==> src/core/dcc_pkg.sv <==
/*
 holds the shared constants of the dual comparator control block.
 assumes an 8-bit register port with read data one cycle after the read strobe.
*/
// Behaviour
// comparator b result reads at bit 7 of the config register, read only
// comparator a result reads at bit 6, its own inversion bit applies
// bit 5 inverts comparator b reported output when set
// bit 4 inverts comparator a reported output when set
// clear inversion gives low when minus exceeds plus; set swaps levels
// input switch routes inverting inputs only in modes 010 and 001
// in mode 010 a set switch puts comparator b minus on alternate pin
// three-bit mode field in bits 2-0 selects one of eight modes
// software should mask comparator interrupts while changing the mode
// gate source bit 1 set picks gate pin, clear picks comparator b; resets 1
// bit 0 set latches comparator b output on timer clock fall
// port bits of pins set as analog inputs read zero
// change flag sets when reported output changes; software sets or clears
// config access ends the mismatch; mismatch keeps setting the flag
// comparator b is latched after the prescaler on the falling timer edge
// reset returns both config registers to reset state, mode 000
// raw comparison results are synchronised before use
package dcc_pkg;
    // ----------------------------------------------------------------
    // register map
    // ----------------------------------------------------------------
    localparam logic [7:0] DCC_ADDR_CONFIG = 8'h19;
    localparam logic [7:0] DCC_ADDR_GATE = 8'h1A;
    localparam logic [7:0] DCC_ADDR_IRQ_STATUS = 8'h20;
    localparam logic [7:0] DCC_ADDR_IRQ_CLEAR = 8'h21;
    localparam logic [7:0] DCC_ADDR_IRQ_ENABLE = 8'h22;
    localparam logic [7:0] DCC_ADDR_IRQ_SET = 8'h23;
    localparam logic [7:0] DCC_ADDR_PORT = 8'h24;
    // ----------------------------------------------------------------
    // field positions
    // ----------------------------------------------------------------
    localparam int DCC_BIT_B_RESULT = 7;
    localparam int DCC_BIT_A_RESULT = 6;
    localparam int DCC_BIT_B_INV = 5;
    localparam int DCC_BIT_A_INV = 4;
    localparam int DCC_BIT_SWITCH = 3;
    localparam int DCC_BIT_GATE_SEL = 1;
    localparam int DCC_BIT_SYNC_EN = 0;
    localparam int DCC_IRQ_A = 0;
    localparam int DCC_IRQ_B = 1;
    // ----------------------------------------------------------------
    // reset values
    // ----------------------------------------------------------------
    localparam logic [5:0] DCC_CONFIG_RESET = 6'h00;
    localparam logic [1:0] DCC_GATE_RESET = 2'h2;
    localparam logic [7:0] DCC_ZERO8 = 8'h00;
    // ----------------------------------------------------------------
    // comparator modes
    // ----------------------------------------------------------------
    typedef enum logic [2:0] {
        DCC_MODE_RESET = 3'b000,
        DCC_MODE_ONE_SW = 3'b001,
        DCC_MODE_DUAL_SW = 3'b010,
        DCC_MODE_3 = 3'b011,
        DCC_MODE_4 = 3'b100,
        DCC_MODE_5 = 3'b101,
        DCC_MODE_6 = 3'b110,
        DCC_MODE_OFF = 3'b111
    } dcc_mode_t;
endpackage : dcc_pkg

==> src/core/dcc_edge_latch.sv <==
/*
 latches a level on the falling edge of the timer clock, seen as a sampled input.
 assumes the timer clock is synchronous to the system clock.
*/
`timescale 1ns/10ps
module dcc_edge_latch (
    input wire logic i_sys_clk,
    input wire logic i_srst,
    input wire logic i_tmr_clk,
    input wire logic i_level,
    output logic o_latched
);
    logic tmr_clk_d;
    wire fall = tmr_clk_d & ~i_tmr_clk;
    // ----------------------------------------------------------------
    // falling edge capture; timer counts on the rise so no race
    // ----------------------------------------------------------------
    always_ff @(posedge i_sys_clk) begin
        if (i_srst) begin
            tmr_clk_d <= 1'b0;
            o_latched <= 1'b0;
        end else begin
            tmr_clk_d <= i_tmr_clk;
            if (fall) begin
                o_latched <= i_level;
            end
        end
    end
endmodule : dcc_edge_latch

==> src/core/dcc_sync2.sv <==
/*
 two-stage synchroniser for a single level.
 assumes the input may change at any time relative to the clock.
*/
`timescale 1ns/10ps
module dcc_sync2 (
    input wire logic i_sys_clk,
    input wire logic i_srst,
    input wire logic i_async,
    output logic o_sync
);
    logic stage1;
    // ----------------------------------------------------------------
    // first flop feeds only the second
    // ----------------------------------------------------------------
    always_ff @(posedge i_sys_clk) begin
        if (i_srst) begin
            stage1 <= 1'b0;
            o_sync <= 1'b0;
        end else begin
            stage1 <= i_async;
            o_sync <= stage1;
        end
    end
endmodule : dcc_sync2

==> src/core/dcc_top.sv <==
/*
 control and status logic for two analog comparators with timer gate output.
 assumes the register port master never strobes read and write together and
 that the prescaled timer clock is synchronous to the system clock.
*/
// Decided for this implementation: the strobed register port.
`timescale 1ns/10ps
module dcc_top
    import dcc_pkg::*;
(
    input wire logic i_sys_clk,
    input wire logic i_srst,
    input wire logic [7:0] i_addr,
    input wire logic [7:0] i_wdata,
    input wire logic i_wr,
    input wire logic i_rd,
    output logic [7:0] o_rdata,
    input wire logic i_cmp_a_raw,
    input wire logic i_cmp_b_raw,
    input wire logic i_tmr_clk_presc,
    input wire logic i_timer_gate_pin,
    input wire logic [3:0] i_port_pins,
    input wire logic [3:0] i_pin_analog,
    output logic o_timer_gate,
    output logic o_cmp_a_minus_alt,
    output logic o_cmp_b_minus_alt,
    output logic [2:0] o_cmp_mode_field,
    output logic o_cmp_a_result,
    output logic o_cmp_b_result,
    output logic o_irq
);
    // ----------------------------------------------------------------
    // state
    // ----------------------------------------------------------------
    logic cmp_a_invert;
    logic cmp_b_invert;
    logic input_switch_sel;
    dcc_mode_t cmp_mode_field;
    logic gate_source_sel;
    logic cmp_b_sync_en;
    logic [1:0] cmp_change_flag;
    logic [1:0] irq_enable;
    logic [1:0] last_result;
    logic [7:0] rdata;
    logic a_sync;
    logic b_sync;
    logic b_latched;

    // ----------------------------------------------------------------
    // address decode
    // ----------------------------------------------------------------
    function automatic logic hit(input logic [7:0] a, input logic [7:0] target);
        hit = (a == target);
    endfunction : hit

    wire wr_config = i_wr & hit(i_addr, DCC_ADDR_CONFIG);
    wire wr_gate = i_wr & hit(i_addr, DCC_ADDR_GATE);
    wire wr_clear = i_wr & hit(i_addr, DCC_ADDR_IRQ_CLEAR);
    wire wr_enable = i_wr & hit(i_addr, DCC_ADDR_IRQ_ENABLE);
    wire wr_set = i_wr & hit(i_addr, DCC_ADDR_IRQ_SET);
    wire acc_config = (i_wr | i_rd) & hit(i_addr, DCC_ADDR_CONFIG);

    // ----------------------------------------------------------------
    // synchronise raw results, then polarity
    // ----------------------------------------------------------------
    dcc_sync2 u_sync_a (
        .i_sys_clk(i_sys_clk),
        .i_srst(i_srst),
        .i_async(i_cmp_a_raw),
        .o_sync(a_sync)
    );
    dcc_sync2 u_sync_b (
        .i_sys_clk(i_sys_clk),
        .i_srst(i_srst),
        .i_async(i_cmp_b_raw),
        .o_sync(b_sync)
    );
    // raw high means plus exceeds minus; inversion swaps both levels
    wire res_a = a_sync ^ cmp_a_invert;
    wire res_b = b_sync ^ cmp_b_invert;
    wire [1:0] result_now = {res_b, res_a};

    // ----------------------------------------------------------------
    // optional latch of comparator b for the timer gate
    // ----------------------------------------------------------------
    dcc_edge_latch u_latch_b (
        .i_sys_clk(i_sys_clk),
        .i_srst(i_srst),
        .i_tmr_clk(i_tmr_clk_presc),
        .i_level(res_b),
        .o_latched(b_latched)
    );
    wire b_for_gate = cmp_b_sync_en ? b_latched : res_b;
    wire next_gate = gate_source_sel ? i_timer_gate_pin : b_for_gate;

    // ----------------------------------------------------------------
    // inverting input routing
    // ----------------------------------------------------------------
    wire mode_dual = (cmp_mode_field == DCC_MODE_DUAL_SW);
    wire mode_one = (cmp_mode_field == DCC_MODE_ONE_SW);
    wire next_a_alt = (mode_dual | mode_one) & input_switch_sel;
    wire next_b_alt = mode_dual & input_switch_sel;

    // ----------------------------------------------------------------
    // configuration registers
    // ----------------------------------------------------------------
    always_ff @(posedge i_sys_clk) begin
        if (i_srst) begin
            {cmp_b_invert, cmp_a_invert, input_switch_sel} <= DCC_CONFIG_RESET[5:3];
            cmp_mode_field <= DCC_MODE_RESET;
        end else if (wr_config) begin
            cmp_b_invert <= i_wdata[DCC_BIT_B_INV];
            cmp_a_invert <= i_wdata[DCC_BIT_A_INV];
            input_switch_sel <= i_wdata[DCC_BIT_SWITCH];
            cmp_mode_field <= dcc_mode_t'(i_wdata[2:0]);
        end
    end

    // gate config resets with the gate pin selected
    always_ff @(posedge i_sys_clk) begin
        if (i_srst) begin
            {gate_source_sel, cmp_b_sync_en} <= DCC_GATE_RESET;
        end else if (wr_gate) begin
            gate_source_sel <= i_wdata[DCC_BIT_GATE_SEL];
            cmp_b_sync_en <= i_wdata[DCC_BIT_SYNC_EN];
        end
    end

    // ----------------------------------------------------------------
    // mismatch and change flags
    // ----------------------------------------------------------------
    // reference only moves on a config access, so mismatch persists
    wire [1:0] mismatch = result_now ^ last_result;
    wire [1:0] next_flag = (cmp_change_flag & ~({2{wr_clear}} & i_wdata[1:0]))
        | ({2{wr_set}} & i_wdata[1:0]) | mismatch;

    always_ff @(posedge i_sys_clk) begin
        if (i_srst) begin
            last_result <= 2'b00;
            cmp_change_flag <= 2'b00;
            irq_enable <= 2'b00;
        end else begin
            if (acc_config) begin
                last_result <= result_now;
            end
            cmp_change_flag <= next_flag;
            if (wr_enable) begin
                irq_enable <= i_wdata[1:0];
            end
        end
    end

    // ----------------------------------------------------------------
    // read mux
    // ----------------------------------------------------------------
    wire [7:0] rd_config = {res_b, res_a, cmp_b_invert, cmp_a_invert,
        input_switch_sel, cmp_mode_field};
    wire [7:0] rd_gate = {6'h00, gate_source_sel, cmp_b_sync_en};
    wire [7:0] rd_port = {4'h0, i_port_pins & ~i_pin_analog};
    wire [7:0] rd_sel =
        hit(i_addr, DCC_ADDR_CONFIG) ? rd_config :
        hit(i_addr, DCC_ADDR_GATE) ? rd_gate :
        hit(i_addr, DCC_ADDR_IRQ_STATUS) ? {6'h00, cmp_change_flag} :
        hit(i_addr, DCC_ADDR_IRQ_ENABLE) ? {6'h00, irq_enable} :
        hit(i_addr, DCC_ADDR_PORT) ? rd_port : DCC_ZERO8;

    // read data only in the cycle after the strobe
    always_ff @(posedge i_sys_clk) begin
        if (i_srst) begin
            rdata <= DCC_ZERO8;
        end else begin
            rdata <= i_rd ? rd_sel : DCC_ZERO8;
        end
    end

    // ----------------------------------------------------------------
    // registered outputs
    // ----------------------------------------------------------------
    always_ff @(posedge i_sys_clk) begin
        if (i_srst) begin
            o_timer_gate <= 1'b0;
            o_cmp_a_minus_alt <= 1'b0;
            o_cmp_b_minus_alt <= 1'b0;
            o_cmp_a_result <= 1'b0;
            o_cmp_b_result <= 1'b0;
        end else begin
            o_timer_gate <= next_gate;
            o_cmp_a_minus_alt <= next_a_alt;
            o_cmp_b_minus_alt <= next_b_alt;
            o_cmp_a_result <= res_a;
            o_cmp_b_result <= res_b;
        end
    end

    assign o_rdata = rdata;
    assign o_cmp_mode_field = cmp_mode_field;
    // software is expected to mask this while changing modes
    assign o_irq = |(cmp_change_flag & irq_enable);
endmodule : dcc_top

==> config.mk <==
export PLATFORM = sky130hd
export DESIGN_NAME = dcc_top
export DESIGN_NICKNAME = d
export VERILOG_FILES = /design/src/core/dcc_pkg.sv /design/src/core/dcc_edge_latch.sv /design/src/core/dcc_sync2.sv /design/src/core/dcc_top.sv
export SDC_FILE = /design/constraint.sdc
export NUM_CORES = 1
export LEC_CHECK = 0
export ABC_AREA = 1
export BUFFER_PORTS_ARGS = -buffer_cell sky130_fd_sc_hd__buf_4
export CAP_MARGIN = 40
export CORE_ASPECT_RATIO = 0.8
export CORE_MARGIN = 2
export CORE_UTILIZATION = 46
export DETAILED_ROUTE_END_ITERATION = 7
export PLACE_DENSITY = 0.79
export SLEW_MARGIN = 30
export SYNTH_ARGS = -nofsm -noshare
export SYNTH_HDL_FRONTEND = slang
export SYNTH_HIERARCHICAL = 1
export SYNTH_SLANG_ARGS = --single-unit
==> constraint.sdc <==
create_clock -name i_sys_clk -period 1.2 [get_ports i_sys_clk]
set_input_delay 0.3 -clock i_sys_clk [delete_from_list [all_inputs] [get_ports i_sys_clk]]
set_output_delay 0.3 -clock i_sys_clk [all_outputs]
set_load 0.005 [all_outputs]
==> impl_summary.txt <==
----------------------------------------------------
[Outcome]
  Outcome ... complete, but fails checks
  Failing checks ... setup timing

[Floorplanning]
  Number of top-level pins ... 49
  Height of the die ... 56.16 um
  Width of the die ... 69.19 um
  Starting density of the core ... 49.25%
  Core Box Area ... 3176 um^2
  Area of the die ... 3885 um^2
  Std cell rows ... 18

[Critical path]
  Kind of critical path ... register to primary output
  Startpoint types ... register
  Path length in cells of the critical path ... 2
  Launching element of the worst setup path ... cmp_change_flag[1]$_SDFF_PP0_
  Critical path's top delay family ... flip-flops
  CP endpoint kind ... primary output
  Critical path's slowest cell ... dfxtp_2
  Reg-to-reg critical path endpoint ... cmp_change_flag[1]$_SDFF_PP0_
  Critical path cell sequence ... a22o_1 -> buf_4
  Maximum single-stage delay on the critical path ... 0.33 ns
  Number of cell instances on the worst register-to-register path ... 9
  Worst flop-to-flop path startpoint ... cmp_b_invert$_SDFFE_PP0P_
  Buffers plus inverters on the worst setup path ... 1
  Register-to-register setup slack ... 0.14 ns
  Data required time of the worst path ... 0.90 ns
  Maximum fanout count along the critical path ... 2
  Worst path arrival time ... 0.96 ns

[Timing]
  Worst Hold Margin ... 0.2252 ns
  Setup WS post-layout ... -0.06451 ns
  Clock tree skew after final layout ... 0.004173 ns
  Worst slew pin tran ... 0.3000 ns
  Setup violation total in the final timing report ... 1
  Achievable Freq ... 790.8 MHz
  Final critical path time including I/O delays and setup ... 1.265 ns
  Unrepaired setup endpoints after global routing ... yes
  Total count of max-transition violations in the final report ... 0
  Relative slew slack ... 79.84%
  Final cycle utilization of the critical path ... 105.4%
  Endpoints failing hold ... 0

[Clock tree]
  Clock net sink count ... 33
  Bufs on Longest Clock Path ... 2
  Skew-Pair Late Insertion Delay ... 0.28 ns
  TritonCTS clock tree ... built
  Clock slew at reported path FFs ... 0.07 ns
  Count of H-tree levels built during CTS ... 2
  Inserted Clock Buffers ... 5
  CTS Root Cell ... clkbuf_8

[Finish]
  Most used cells in the layout excluding fill and tap cells ... 60 x buf_4, 57 x nand2_1, 45 x inv_1, 31 x nor2_1, 31 x dfxtp_1
  Commonest non-fill, non-tap cell in the layout ... buf_4
  Count of fill cells added during filler insertion ... 303
  Number of antenna diodes ... 0
  Synth-to-layout area growth ... 38.24%
  Area of all placed cells without fillers ... 2162 um^2
  Number of nets in the final layout ... 331
  Proportion of layout cells with a drive suffix above 1 ... 27.00%

[Synthesis]
  Register area share after synthesis ... 42.24%
  Post-synthesis area per instance ... 6.627 um^2
  Post-synthesis instance area ... 1564 um^2
  Syn Inst Count ... 236
  Synthesized flop and latch total ... 33
  Net count after synthesis ... 268
  Yosys Warn Count ... 6
  Post-synth cell types ... 24

[Global route]
  First-pass GRT wire length ... 6182 um
  Number of global-route vias before repair ... 1475
  Total gr overflow ... 0
  Antenna violations before repair ... 0
  Overall routing resource usage ... 19.69%
  Pin count of the biggest net entering global routing ... 15

[Route]
  Number of vias after detailed routing ... 1564
  Via density per instance ... 4.600
  Detailed-routing iteration count for the pre-antenna-repair pass ... 4
  Number of antenna-violating nets in the routed design ... 0
  Avg WL per Cell ... 10.44 um
  Wire length reported by the detailed router ... 3548 um
  DRC Markers ... 0
  DRC marker count from the first detailed-route iteration ... 73

[Place]
  Post-detail-place hpwl ... 2820 um
  Area post-placement ... 2031 um^2
  Placement-stage worst setup slack ... -0.1702 ns
  Last weighted congestion value of the routability-driven placer ... 0.8506
  Total of buffers placed on input and output ports ... 46

[Pwr]
  Leak ... 0.001093 uW
  Cell area power density ... 1124 nW/um^2
  Overall power after layout ... 2429 uW
  Worst voltage drop across the vdd grid ... 0.7254 mV

[Job]
  Max-capacitance violation count ... 0

[Hold path]
  Count of cells along the worst hold path ... 3
  Start point of the worst hold path ... i_cmp_a_raw
  Hold/Removal Path Class ... input port to register
  Worst min-delay path endpoint ... u_sync_a/stage1$_SDFF_PP0_

----------------------------------------------------
-- cell type report --
| class | count | area, um^2 | area share (%) |
|---|---|---|---|
| tap | 40 | 50.05 | 2.315 |
| inverter | 48 | 180.2 | 8.333 |
| sequential | 33 | 663.1 | 30.67 |
| timing repair buffer | 60 | 450.4 | 20.83 |
| clock buffer | 7 | 86.33 | 3.993 |
| clock inverter | 1 | 30.03 | 1.389 |
| multi-input combinational | 151 | 701.9 | 32.47 |
-- power by group --
group / internal [uW] / switching [uW]
logic: 120 / 116
clock network: 677 / 394
registers: 1110 / 8.72
total: 1910 / 519
-- cells in the mapped netlist, drive strengths merged --
master,count,area [um^2]
nand4,2,12.51
nor2,35,151.4
o21ai,5,36.28
a22o,1,8.760
o211ai,1,7.510
clkbuf,3,15.02
a21oi,13,65.06
nor3b,2,15.01
inv,48,180.2
nand3,25,130.1
nand2,60,232.7
and2,1,6.260
dfxtp,33,660.6
nor3,5,25.02
buf,1,11.26
nor4,1,6.260
-- sequential cells by signal, summed over array words and instances (netlist names), 2 cells and up --
name / cells
cmp_change_flag: 2
irq_enable: 2
last_result: 2
o_cmp_mode_field: 3
o_rdata: 8
-- worst register-to-register path: stages, from the launching register on --
cell	delay, ns
dfxtp_1	0.33
inv_1	0.11
nand2_1	0.08
nand2_1	0.13
nand2_1	0.06
nand2_1	0.06
inv_1	0.03
nand2_1	0.05
inv_1	0.03
a21oi_1	0.10
-- layer usage --
| layer | vias to the layer above | GRT usage, % | wire length, um |
|---|---|---|---|
| met3 | 5 | 4.529 | 211 |
| met2 | 42 | 32.97 | 1602 |
| met5 | - | 0 | 0 |
| met4 | 0 | 5.882 | 34 |
| met1 | 670 | 25.31 | 1700 |
| li1 | 847 | - | - |
-- timing repair --
action                     CTS  global route
buffers inserted             1             0
gates resized for setup      2             1
hold buffers                 0             0
setup endpoints to repair    1             2
-- metrics by stage --
| stage | std cells | utilization, % | setup TNS [ns] |
|---|---|---|---|
| 6_report | 340 | 68.09 | -0.06451 |
| 3_5_place_dp | 331 | 63.95 | -2.116 |
| 5_1_grt | 340 | 68.09 | -0.09153 |
| 2_1_floorplan | 236 | - | 0 |
| 3_3_place_gp | 331 | 63.95 | -1.758 |
| 4_1_cts | 340 | 67.93 | -0.07162 |
-- worst max-delay path by stage --
stage | slack, ns | endpoint
after global routing | -0.09 | o_irq
after floorplan | 0.07 | cmp_a_invert$_SDFFE_PP0P_
final | -0.06 | o_irq
after CTS | -0.07 | o_irq
after detailed placement | -0.17 | input_switch_sel$_SDFFE_PP0P_
after global placement | -0.14 | o_cmp_mode_field[1]$_SDFFE_PP0P_
-- logic make-up after synthesis --
kind of cell | Yosys count | synth area share [%]
buf+inv | 52 | 13.20
flops | 33 | 42.24
compound gates | 20 | 7.520
simple gates | 131 | 37.04
Note: power is estimated with default switching activity, not from simulation.
